**src/rtl/ars_defines.vh**
```
// constants of the multilane serial result readout controller
//
// Behaviour
// results are 12-bit words, MSB first
// single-ended: use lanes 1-8, 1/3/5/7, 1/5, 1
// each lane rotates all eight channels repeatedly
// lane one starts at channel 1, wraps
// other lanes start at their own channel
// four lanes: two results each, 32 bits
// two lanes: four results each, 64 bits
// one lane: eight results, 128 bits
// differential: pairs A-D, A and C, A
// pair base channels 1, 3, 5, 7
// pair A starts at channel 1, wraps
// pairs A, C: four results, 64 bits
// pair A alone: eight results, 128 bits
// fewer lanes lowers the conversion rate
// clock cycles 128/lanes SDR, 64/lanes DDR
// period covers strobe, conversion and readout time
// SDR: falling clock edge shifts next bit
// DDR: both clock edges shift bits
// data rate select low SDR, high DDR
// strobe rise samples, fall starts conversion
// restart counter per conversion, channel base plus k
`ifndef ARS_DEFINES_VH
`define ARS_DEFINES_VH

// ============================================================
// timing
`define ARS_CLK_PERIOD_NS 10
`define ARS_MIN_STROBE_NS 30
`define ARS_MAX_CONVERT_NS 500
// strobe and conversion cycle counts are the ns figures above over the clock period, rounded up,
// sized so that they meet the parameters without silent truncation
`define ARS_STROBE_CYCLES 10'h003
`define ARS_CONVERT_CYCLES 10'h032
`define ARS_SCK_HALF_CYCLES 8'h08
`define ARS_ECHO_TIMEOUT 8'h40

// ============================================================
// frame layout
`define ARS_BITS_ONE_LANE 8'h80
`define ARS_SLOT_BITS 16
`define ARS_RESULT_BITS 12
`define ARS_CHAN_BITS 3

// ============================================================
// lane count encoding
`define ARS_LANES_1 2'h0
`define ARS_LANES_2 2'h1
`define ARS_LANES_4 2'h2
`define ARS_LANES_8 2'h3

`endif

```
**src/rtl/ars_sync2.v**
```verilog
// two-flop synchroniser for a vector of asynchronous inputs
`timescale 1ns/100ps
module ars_sync2 #(
    parameter WIDTH = 1
) (
    // clock and reset
    input wire clock,
    input wire reset_n,
    // asynchronous side
    input wire [WIDTH-1:0] async_in,
    // synchronised side
    output reg [WIDTH-1:0] sync_out
);

    reg [WIDTH-1:0] meta;

    always @(posedge clock or negedge reset_n)
    begin
        if (!reset_n)
        begin
            meta <= {WIDTH{1'b0}};
            sync_out <= {WIDTH{1'b0}};
        end
        else
        begin
            meta <= async_in;
            sync_out <= meta;
        end
    end

endmodule

```
**src/rtl/ars_skid2.v**
```verilog
// two-entry buffer with registered head, valid and ready on both sides
`timescale 1ns/100ps
module ars_skid2 #(
    parameter WIDTH = 8
) (
    // clock and reset
    input wire clock,
    input wire reset_n,
    // filling side
    input wire in_valid,
    input wire [WIDTH-1:0] in_data,
    output wire in_ready,
    // draining side
    output reg out_valid,
    output reg [WIDTH-1:0] out_data,
    input wire out_ready
);

    reg [WIDTH-1:0] tail;
    reg tail_valid;
    wire push;
    wire pop;

    // ready depends only on a flop, so no path from out_ready to in_ready
    assign in_ready = ~tail_valid;
    assign push = in_valid & ~tail_valid;
    assign pop = out_valid & out_ready;

    always @(posedge clock or negedge reset_n)
    begin
        if (!reset_n)
        begin
            out_valid <= 1'b0;
            out_data <= {WIDTH{1'b0}};
            tail <= {WIDTH{1'b0}};
            tail_valid <= 1'b0;
        end
        else if (pop && push)
        begin
            out_data <= in_data;
        end
        else if (pop)
        begin
            if (tail_valid)
            begin
                out_data <= tail;
                tail_valid <= 1'b0;
            end
            else
            begin
                out_valid <= 1'b0;
            end
        end
        else if (push)
        begin
            if (!out_valid)
            begin
                out_data <= in_data;
                out_valid <= 1'b1;
            end
            else
            begin
                tail <= in_data;
                tail_valid <= 1'b1;
            end
        end
    end

endmodule

```
**src/rtl/ars_readout.v**
```verilog
// host controller: strobes the converter, clocks it and collects lane results
`timescale 1ns/100ps
`include "ars_defines.vh"
module ars_readout #(
    parameter [9:0] STROBE_CYCLES = `ARS_STROBE_CYCLES,
    parameter [9:0] CONVERT_CYCLES = `ARS_CONVERT_CYCLES,
    parameter [7:0] SCK_HALF = `ARS_SCK_HALF_CYCLES
) (
    // clock and reset
    input wire clock,
    input wire reset_n,
    // configuration, same clock domain, taken while idle
    input wire [1:0] cfg_lanes,
    input wire cfg_diff,
    input wire cfg_ddr,
    // conversion request
    input wire start,
    input wire run,
    // converter pins
    output reg convert_strobe_n,
    output reg serial_clock,
    output reg data_rate_select,
    input wire echo_clock_out,
    input wire [7:0] single_ended_lane,
    input wire diff_pair_a_out,
    input wire diff_pair_b_out,
    input wire diff_pair_c_out,
    input wire diff_pair_d_out,
    // result stream
    output wire result_valid,
    output wire [`ARS_CHAN_BITS-1:0] result_channel,
    output wire [`ARS_RESULT_BITS-1:0] result_data,
    input wire result_ready,
    // status
    output reg busy,
    output reg conv_done,
    output reg echo_error
);

    // ============================================================
    // states
    localparam [2:0] ST_IDLE = 3'h0;
    localparam [2:0] ST_STROBE = 3'h1;
    localparam [2:0] ST_CONVERT = 3'h2;
    localparam [2:0] ST_READ = 3'h3;
    localparam [2:0] ST_FINISH = 3'h4;
    localparam [9:0] STROBE_LAST = STROBE_CYCLES - 10'h1;
    localparam [9:0] CONVERT_LAST = CONVERT_CYCLES - 10'h1;
    localparam [7:0] HALF_LAST = SCK_HALF - 8'h1;
    localparam FW = `ARS_CHAN_BITS + `ARS_RESULT_BITS;

    reg [2:0] state;
    reg [9:0] timer;
    reg [7:0] div_cnt;
    reg [8:0] toggles;
    reg [8:0] need_toggles;
    reg [7:0] bit_cnt;
    reg [7:0] need_bits;
    reg [7:0] watchdog;
    reg [1:0] lsel;
    reg diff;
    reg ddr;

    // ============================================================
    // pin synchronisers
    wire [12:0] pins_raw;
    wire [12:0] pins_sync;
    reg [12:0] pins_prev;

    assign pins_raw = {echo_clock_out, diff_pair_d_out, diff_pair_c_out, diff_pair_b_out,
                       diff_pair_a_out, single_ended_lane};

    ars_sync2 #(
        .WIDTH(13)
    ) u_sync (
        .clock(clock),
        .reset_n(reset_n),
        .async_in(pins_raw),
        .sync_out(pins_sync)
    );

    always @(posedge clock or negedge reset_n)
    begin
        if (!reset_n)
            pins_prev <= 13'h0000;
        else
            pins_prev <= pins_sync;
    end

    wire echo_now = pins_sync[12];
    wire echo_was = pins_prev[12];
    wire [7:0] se_before = pins_prev[7:0];
    wire [3:0] pair_before = pins_prev[11:8];
    // SDR data moves on falling edges, so the rising echo edge is the capture point;
    // in DDR every echo edge counts
    wire cap_edge = ddr ? (echo_now ^ echo_was) : (echo_now & ~echo_was);
    wire capturing = ((state == ST_READ) || (state == ST_FINISH)) && (bit_cnt != need_bits);
    wire cap = capturing && cap_edge;

    // ============================================================
    // lane selection
    // lane k of L used lanes is physical lane k*8/L; pair k is pair k*4/L
    reg [3:0] se_stride;
    reg [3:0] pair_stride;
    reg [7:0] cap_bits;
    integer k;

    always @*
    begin
        case (lsel)
            `ARS_LANES_1: se_stride = 4'h8;
            `ARS_LANES_2: se_stride = 4'h4;
            `ARS_LANES_4: se_stride = 4'h2;
            default: se_stride = 4'h1;
        endcase
        case (lsel)
            `ARS_LANES_1: pair_stride = 4'h4;
            `ARS_LANES_2: pair_stride = 4'h2;
            default: pair_stride = 4'h1;
        endcase
        cap_bits = 8'h00;
        // the value held just before the edge is the bit that edge retires
        for (k = 0; k < 8; k = k + 1)
        begin
            if (diff)
                cap_bits[k] = pair_before[(k * pair_stride) % 4];
            else
                cap_bits[k] = se_before[(k * se_stride) % 8];
        end
    end

    // ============================================================
    // per-lane shift registers and slot hold
    reg [`ARS_SLOT_BITS-1:0] shift [0:7];
    reg [`ARS_SLOT_BITS-1:0] hold [0:7];
    reg [2:0] hold_slot;
    reg hold_pend;
    reg [2:0] drain_idx;
    wire slot_end = (bit_cnt[3:0] == 4'hf);
    wire fifo_ready;
    wire pop_word = hold_pend && fifo_ready;
    wire [2:0] lane_last = (3'h1 << lsel) - 3'h1;

    genvar g;
    generate
        for (g = 0; g < 8; g = g + 1)
        begin : gen_lane
            always @(posedge clock or negedge reset_n)
            begin
                if (!reset_n)
                begin
                    shift[g] <= {`ARS_SLOT_BITS{1'b0}};
                    hold[g] <= {`ARS_SLOT_BITS{1'b0}};
                end
                else if (cap)
                begin
                    shift[g] <= {shift[g][`ARS_SLOT_BITS-2:0], cap_bits[g]};
                    if (slot_end)
                        hold[g] <= {shift[g][`ARS_SLOT_BITS-2:0], cap_bits[g]};
                end
            end
        end
    endgenerate

    always @(posedge clock or negedge reset_n)
    begin
        if (!reset_n)
        begin
            hold_pend <= 1'b0;
            hold_slot <= 3'h0;
            drain_idx <= 3'h0;
        end
        else if (cap && slot_end)
        begin
            // the slot index of this word; 16 capture edges apart, far beyond the drain
            hold_slot <= bit_cnt[6:4];
            hold_pend <= 1'b1;
            drain_idx <= 3'h0;
        end
        else if (pop_word)
        begin
            if (drain_idx == lane_last)
                hold_pend <= 1'b0;
            else
                drain_idx <= drain_idx + 3'h1;
        end
    end

    // ============================================================
    // channel tagging and output buffer
    // k-th result on a lane belongs to the lane's base channel plus k, mod 8
    wire [6:0] base_full = {4'h0, drain_idx} * {3'h0, se_stride};
    wire [2:0] word_chan = base_full[2:0] + hold_slot;
    wire [`ARS_SLOT_BITS-1:0] word_slot = hold[drain_idx];
    wire [FW-1:0] word = {word_chan,
                          word_slot[`ARS_SLOT_BITS-1:`ARS_SLOT_BITS-`ARS_RESULT_BITS]};
    wire [FW-1:0] head;

    ars_skid2 #(
        .WIDTH(FW)
    ) u_buf (
        .clock(clock),
        .reset_n(reset_n),
        .in_valid(hold_pend),
        .in_data(word),
        .in_ready(fifo_ready),
        .out_valid(result_valid),
        .out_data(head),
        .out_ready(result_ready)
    );

    assign result_channel = head[FW-1:`ARS_RESULT_BITS];
    assign result_data = head[`ARS_RESULT_BITS-1:0];

    // ============================================================
    // sequencer
    // the clock pauses while a slot waits to drain, so a stalled receiver loses nothing
    wire sck_run = (state == ST_READ) && !hold_pend;
    wire [1:0] lsel_take = (cfg_diff && (cfg_lanes == `ARS_LANES_8)) ? `ARS_LANES_4 : cfg_lanes;
    wire [7:0] bits_take = `ARS_BITS_ONE_LANE >> lsel_take;
    wire frame_ok = (bit_cnt == need_bits) && !hold_pend;

    always @(posedge clock or negedge reset_n)
    begin
        if (!reset_n)
        begin
            state <= ST_IDLE;
            timer <= 10'h000;
            div_cnt <= 8'h00;
            toggles <= 9'h000;
            need_toggles <= 9'h000;
            bit_cnt <= 8'h00;
            need_bits <= 8'h00;
            watchdog <= 8'h00;
            lsel <= `ARS_LANES_8;
            diff <= 1'b0;
            ddr <= 1'b0;
            convert_strobe_n <= 1'b0;
            serial_clock <= 1'b0;
            data_rate_select <= 1'b0;
            busy <= 1'b0;
            conv_done <= 1'b0;
            echo_error <= 1'b0;
        end
        else
        begin
            conv_done <= 1'b0;
            if (cap)
                bit_cnt <= bit_cnt + 8'h01;
            case (state)
                ST_IDLE:
                begin
                    data_rate_select <= cfg_ddr;
                    if (start || run)
                    begin
                        lsel <= lsel_take;
                        diff <= cfg_diff;
                        ddr <= cfg_ddr;
                        data_rate_select <= cfg_ddr;
                        need_bits <= bits_take;
                        need_toggles <= cfg_ddr ? {1'b0, bits_take} : {bits_take, 1'b0};
                        convert_strobe_n <= 1'b1;
                        timer <= 10'h000;
                        busy <= 1'b1;
                        echo_error <= 1'b0;
                        state <= ST_STROBE;
                    end
                end
                ST_STROBE:
                begin
                    bit_cnt <= 8'h00;
                    timer <= timer + 10'h001;
                    if (timer == STROBE_LAST)
                    begin
                        // falling edge starts conversion; readout follows once CONVERT_CYCLES have passed
                        convert_strobe_n <= 1'b0;
                        timer <= 10'h000;
                        state <= ST_CONVERT;
                    end
                end
                ST_CONVERT:
                begin
                    timer <= timer + 10'h001;
                    if (timer == CONVERT_LAST)
                    begin
                        div_cnt <= 8'h00;
                        toggles <= 9'h000;
                        state <= ST_READ;
                    end
                end
                ST_READ:
                begin
                    if (sck_run)
                    begin
                        if (div_cnt == HALF_LAST)
                        begin
                            div_cnt <= 8'h00;
                            serial_clock <= ~serial_clock;
                            toggles <= toggles + 9'h001;
                            if (toggles + 9'h001 == need_toggles)
                            begin
                                watchdog <= 8'h00;
                                state <= ST_FINISH;
                            end
                        end
                        else
                        begin
                            div_cnt <= div_cnt + 8'h01;
                        end
                    end
                end
                ST_FINISH:
                begin
                    // the next strobe waits for this readout, so fewer lanes means
                    // a longer period and a lower conversion rate
                    watchdog <= watchdog + 8'h01;
                    if (frame_ok)
                    begin
                        conv_done <= 1'b1;
                        busy <= 1'b0;
                        state <= ST_IDLE;
                    end
                    else if (watchdog == `ARS_ECHO_TIMEOUT && !hold_pend)
                    begin
                        // missing echo edges would otherwise hang the sequencer
                        echo_error <= 1'b1;
                        conv_done <= 1'b1;
                        busy <= 1'b0;
                        state <= ST_IDLE;
                    end
                end
                default:
                begin
                    state <= ST_IDLE;
                end
            endcase
        end
    end

endmodule

```
**config.mk**
```make
export PLATFORM = sky130hd
export DESIGN_NAME = ars_readout
export DESIGN_NICKNAME = d
export VERILOG_FILES = /design/src/rtl/ars_sync2.v /design/src/rtl/ars_skid2.v /design/src/rtl/ars_readout.v
export VERILOG_INCLUDE_DIRS = /design/src /design/src/rtl
export SDC_FILE = /design/constraint.sdc
export NUM_CORES = 1
export LEC_CHECK = 0
export BUFFER_PORTS_ARGS = -buffer_cell sky130_fd_sc_hd__buf_2
export CAP_MARGIN = 10
export CORE_AREA = 2 2 169 212
export CTS_BUF_LIST = sky130_fd_sc_hd__clkbuf_4 sky130_fd_sc_hd__clkbuf_8
export DETAILED_ROUTE_END_ITERATION = 16
export DIE_AREA = 0 0 171 214
export PLACE_DENSITY = 0.7
export SLEW_MARGIN = 20
export SYNTH_ARGS = -nofsm -noshare
export SYNTH_HDL_FRONTEND = slang
export SYNTH_SLANG_ARGS = --single-unit
```
**constraint.sdc**
```tcl
create_clock -name clock -period 2.64 [get_ports clock]
set_input_delay 0.264 -clock clock [delete_from_list [all_inputs] [get_ports clock]]
set_output_delay 0.264 -clock clock [all_outputs]
set_load 0.01 [all_outputs]
```
# Word level (Yosys, flattened, before mapping)
# Index checks and enable logic that the tools add are counted.
# totals
n_memories,0
ramBits,0
output_inout_bits,22
ff_bits,399
mem_bits_ro,0
latch_bits,0
# classes
mux,98
shift,2
n_eq_ne,29
n_div,0
n_reduce_logical,42
n_lt_le_gt_ge,14
bitwise,10
addsub,8
mul,9
# op_table
cell,count
15-bit two-way mux,5
8-bit two-way mux,8
16-bit binary-select mux with 3-bit select,1
1-bit two-way mux,44
9-bit two-way mux,4
3-bit two-way mux,11
16-bit two-way mux,2
8-bit case mux with 2 select lines,2
10-bit case mux with 3 select lines,1
"3-bit by 4-bit less-than comparator with 1-bit output, second input constant",7
"8-bit by 1-bit adder with 8-bit output, second input constant",3
3-bit AND reduction,7
10-bit two-way mux,2
"2-bit by 3-bit less-than comparator with 1-bit output, second input constant",6
9-bit case mux with 2 select lines,1
2-bit nonzero test,9
4-bit AND reduction,4
3-bit case mux with 5 select lines,1
"2-bit != test, second input constant",7
1-bit binary-select mux with 2-bit select,6
1-bit binary-select mux with 3-bit select,4
4-bit case mux with 3 select lines,1
"10-bit by 1-bit adder with 10-bit output, second input constant",1
"10-bit by 2-bit == test with 1-bit output, second input constant",1
other kinds (44),74

# Longest topological paths before layout
# depth
word_depth,8
ltp_mapped,12

# Modules after synthesis
# Synthesis repeated with hierarchy kept, for this count alone.
# unflattened
hier_cells,1344
hier_area_um2,15860.2
# by_module_without_submodules
mod,n_inst,seq_area_each_um2,cells_per_inst,area_each_um2
ars_readout,1,7534.7,1220,13601.8
ars_skid2,1,800.8,98,1607.8
ars_sync2,1,650.6,26,650.6

# Least setup slack after synthesis
# Ideal clock, no wire load.
# synth_timing
path_kind,flip-flop to flip-flop
start,register lsel[0]
end,register u_buf.tail[14]
required_ps,2515
setup_time_ps,125
n_path_buf,1
arrival_time_ps,2573
path_slack_ps,-58
period_less_slack_ps,2698
stages_incl_launch_ff,12
cell_sequence,dfstp_2 -> inv_1 -> ha_1 -> clkbuf_1 -> and2_1 -> ha_1 -> ha_1 -> ha_1 -> xnor2_1 -> xnor2_1 -> xnor2_1 -> mux2_2
# synth_via
elab_chain_cells,4
word_cells_on_any_way,6
cone_classes,add/sub: 1; mul: 1; eq/ne: 2; mux: 1; reduce/logical: 1
# synth_rtl
element,line,text
"start, declared",ars_readout.v:60,reg [1:0] lsel;
"start signal, assigned",ars_readout.v:235,lsel <= `ARS_LANES_8;
"start signal, assigned",ars_readout.v:256,lsel <= lsel_take;
"2-bit == test, or another cell as far along",ars_readout.v:110,case (lsel)
4-bit case mux with 3 select lines (*),ars_readout.v:110,
3-bit by 4-bit multiplier with 3-bit output (*),ars_readout.v:192,"wire [6:0] base_full = {4'h0, drain_idx} * {3'h0, se_stride};"
3-bit adder (*),ars_readout.v:193,wire [2:0] word_chan = base_full[2:0] + hold_slot;
"end signal, assigned",ars_skid2.v:35,tail <= {WIDTH{1'b0}};
"end signal, assigned",ars_skid2.v:63,tail <= in_data;
"end, declared",ars_skid2.v:19,reg [WIDTH-1:0] tail;
# Every way passes the cells marked *; elsewhere a longest branch is shown, timed or not.
# A chain may end at the register's enable or synchronous reset.

# Worst setup path after layout
# layout_timing
start,register lsel[0]
end,register u_buf.out_data[14]
# layout_via
elab_chain_cells,8
word_cells_on_any_way,10
cone_classes,add/sub: 1; mul: 1; eq/ne: 2; mux: 5; reduce/logical: 1
# layout_rtl
element,line,text
"2-bit == test, or another cell as far along",ars_readout.v:110,
4-bit case mux with 3 select lines (*),ars_readout.v:110,
3-bit by 4-bit multiplier with 3-bit output (*),ars_readout.v:192,
3-bit adder (*),ars_readout.v:193,
15-bit two-way mux,ars_skid2.v:56,if (!out_valid)
15-bit two-way mux,ars_skid2.v:54,else if (push)
15-bit two-way mux,ars_skid2.v:42,else if (pop)
15-bit two-way mux (*),ars_skid2.v:38,else if (pop && push)
"end signal, assigned",ars_skid2.v:40,out_data <= in_data;
"end signal, assigned",ars_skid2.v:46,out_data <= tail;
"end signal, assigned",ars_skid2.v:58,out_data <= in_data;
"end, declared",ars_skid2.v:15,"output reg [WIDTH-1:0] out_data,"
# Every way passes the cells marked *; elsewhere a longest branch is shown, timed or not. The select of a mux whose other input is x is not followed.

==> flow_summary.ini <==
[status]
outcome = completed

[drt]
wire_per_inst_um = 16.0
drt_first_iter_violations = 463
viasPerCell = 5.16
remaining_drc_errors = 0
routed_wl_um = 28200
drtAntennaViolNets = 0
vias = 9119
first_pass_iters = 4

[logic_synthesis]
synth_top_area_cell = dfrtp_1
async_reset_ff_frac = 1.00
synth_nets = 1208
yosysSeqAreaShare = 0.586
yosysMostFrequentCell = dfrtp_1
synth_edf_count = 0
synth_top_area_frac = 0.583
synth.distinct_cells = 59
synth_area_mm2 = 0.0153
synth.avg_cell_area_um2 = 13.2
synth.top_cells.by_count = dfrtp_1 (357), mux2_2 (204), nand2_1 (72), nor2_1 (71), o21ai_0 (62)
synth_cells = 1164
ys.flop_type = dfrtp_1
ys_warn_count = 0
ys_seq_elements = 359
synthTopCellsByArea = dfrtp_1 (58%), mux2_2 (15%), mux4_2 (4.1%)

[die]
dieWidth_um = 171
initial_utilization = 0.445
ios = 44
die_h_um = 214
core_area_mm2 = 0.0344
fp-row-count = 76
die_area_mm2 = 0.0366

[critical_path]
critPathCaptureType = register
crit_path_top_delay_cell = dfstp_2
critPathTopFamily = adder cells
critPathArrivalTime_ns = 3.00
max_stage_delay_ns = 0.53
critPathKind = reg2reg
crit_buf_inv = 1
critPathLaunchType = register
path_cells = inv_1, ha_2, and2_1, ha_1, ha_1, ha_1, xnor2_1, xnor2_1, xnor2_1, mux2i_1, o21ai_0
worst-endpoint-required_ns = 3.17
cp_max_fo = 2

[timing]
slew_viol_final = 0
tightest_slew_ns = 0.766
setup_tns_ns = 0
maxSlewHeadroom = 0.489
period_minus_slack_ns = 2.47
hold_viol = 0
grt_setup_unrepaired = no
skew_ns = 0.0443
period_share = 0.935
fmax_ghz = 0.405
setup_viol = 0
worst_slack_ns = 0.172

[global_routing]
grt_overflow = 0
antenna_found_initial = 0
grt_usage = 0.159
grt_pass1_wl_um = 47600
grt_pass1_vias = 9479
grt_max_degree = 88

[layout]
area_delta_synth_final_pct = 15.5
fin_util = 0.514
final_nets = 1304
drive_above_1_share = 0.334
n_antenna_cell = 0
finalNonFillerCells = 1766

[power_and_ir_drop]
p_leak_nw = 8.45
power.density_mw_per_mm2 = 599
finalPower_mw = 10.6
ir_drop_mv = 0.350

[flow_run]
cap_violations = 0

[clock_network]
cts_root_buf = clkbuf_8
cts_buffers = 56
clk_path_buf_depth = 3
cts_tree = done
clkTransAtPathRegs_ns = 0.07
cts.htree.levels = 2
clkLatencyLatePin_ns = 0.61
cts.sink_count = 359

[place]
gp_congestion = 0.769
dp.final_hpwl_um = 18200
portBuffers = 43
dp.cells = 1651
pre_cts_slack_ns = 0.155

[min_path]
hold_class = in2reg
power breakdown:
group / internal, mW / total [mW] / leakage (nW) / switching, mW
Combinational: 0.0653 / 0.206 / 2.97 / 0.140
Clock: 2.73 / 4.84 / 0.627 / 2.10
Sequential: 5.55 / 5.56 / 4.86 / 0.0180
worst paths after layout:
kind                                                        to  depth (start not counted)                 startpoint  slack, ns
worst max-delay path            u_buf.out_data[14]$_DFFE_PN0P_                         11        lsel[0]$_DFFE_PN1P_       0.17
worst min-delay path              convert_strobe_n$_DFFE_PN0P_                          5                      start       0.14
worst max register to register  u_buf.out_data[14]$_DFFE_PN0P_                         11        lsel[0]$_DFFE_PN1P_       0.17
worst min register to register   u_sync.sync_out[10]$_DFF_PN0_                          0  u_sync.meta[10]$_DFF_PN0_       0.33
max in group asynchronous         u_sync.sync_out[0]$_DFF_PN0_                          3                    reset_n       1.64
min in group asynchronous              watchdog[3]$_DFFE_PN0P_                          2                    reset_n       0.16
kinds of logic (layout without fill, tap and decap cells):
logic type,count (synthesis),after routing,share of synthesized area
mux,268,268,0.216
simple gates,236,236,0.0740
flops,359,359,0.586
xor+xnor,40,40,0.0228
buf+inv,81,215,0.0225
fa+ha+maj,22,22,0.0180
compound gates,158,158,0.0610
state kept, by name, summed over array words and instances, names as in the netlist, 4 cells and up:
register and flops:
u_buf.out_data 15, div_cnt 8, need_bits 4, pins_prev 13, u_sync.meta 13, timer 10, toggles 9, u_sync.sync_out 13
bit_cnt 8, watchdog 8, need_toggles 5, hold 96, shift 120, u_buf.tail 15
tightest hold or removal path, cell delays in order:
cell,delay [ns]
buf_2,0.12
nor2_1,0.13
nor3_1,0.06
nor2_1,0.08
a21oi_1,0.05
cell usage in the layout (no fill, tap or decap), drive strengths merged, types with 8 or more instances in the layout:
cell type and instances:
inv 21, xor2 17, nand2 72, xnor2 23, nand3 18, nor3 11
mux4 28, nand2b 11, o21ai 64, and3 10, mux2i 21, o31ai 8
mux2 219, clkbuf 85, ha 22, a21oi 52, buf 81, nor2 71
dlygate4sd3 19, dfrtp 357
metrics by stage:
| step | area [um^2] | hold WS, ns |
|---|---|---|
| after global placement | 16300 | 0.197 |
| after CTS | 17700 | 0.102 |
| final | 17700 | 0.140 |
| after detailed placement | 16300 | 0.206 |
| after global routing | 17700 | 0.163 |
| after floorplan | 15300 | -0.0316 |
layout make-up:
type / count / area (um^2)
fillers: 2960 / 16700
flip-flops and latches: 359 / 8990
multi-input cells: 724 / 6040
clock buffers: 85 / 1050
repair buffers: 100 / 851
well taps: 468 / 586
clock inverters: 11 / 125
inverters: 19 / 71.3
layer usage:
layer  share of wire  routed length, um  GRT usage
met2            0.49              13700      0.261
met1            0.46              12900      0.215
met4           0.023                646     0.0528
met5               0                  0          0
met3           0.036               1010     0.0285
timing repair:
action,4_1_cts,5_1_grt
hold buffers,19,0
setup endpoints to repair,0,1
endpoints found under the hold margin,189,0
buffers inserted,0,0
gates resized for setup,0,1
No activity file was read; power rests on OpenSTA's default activity.
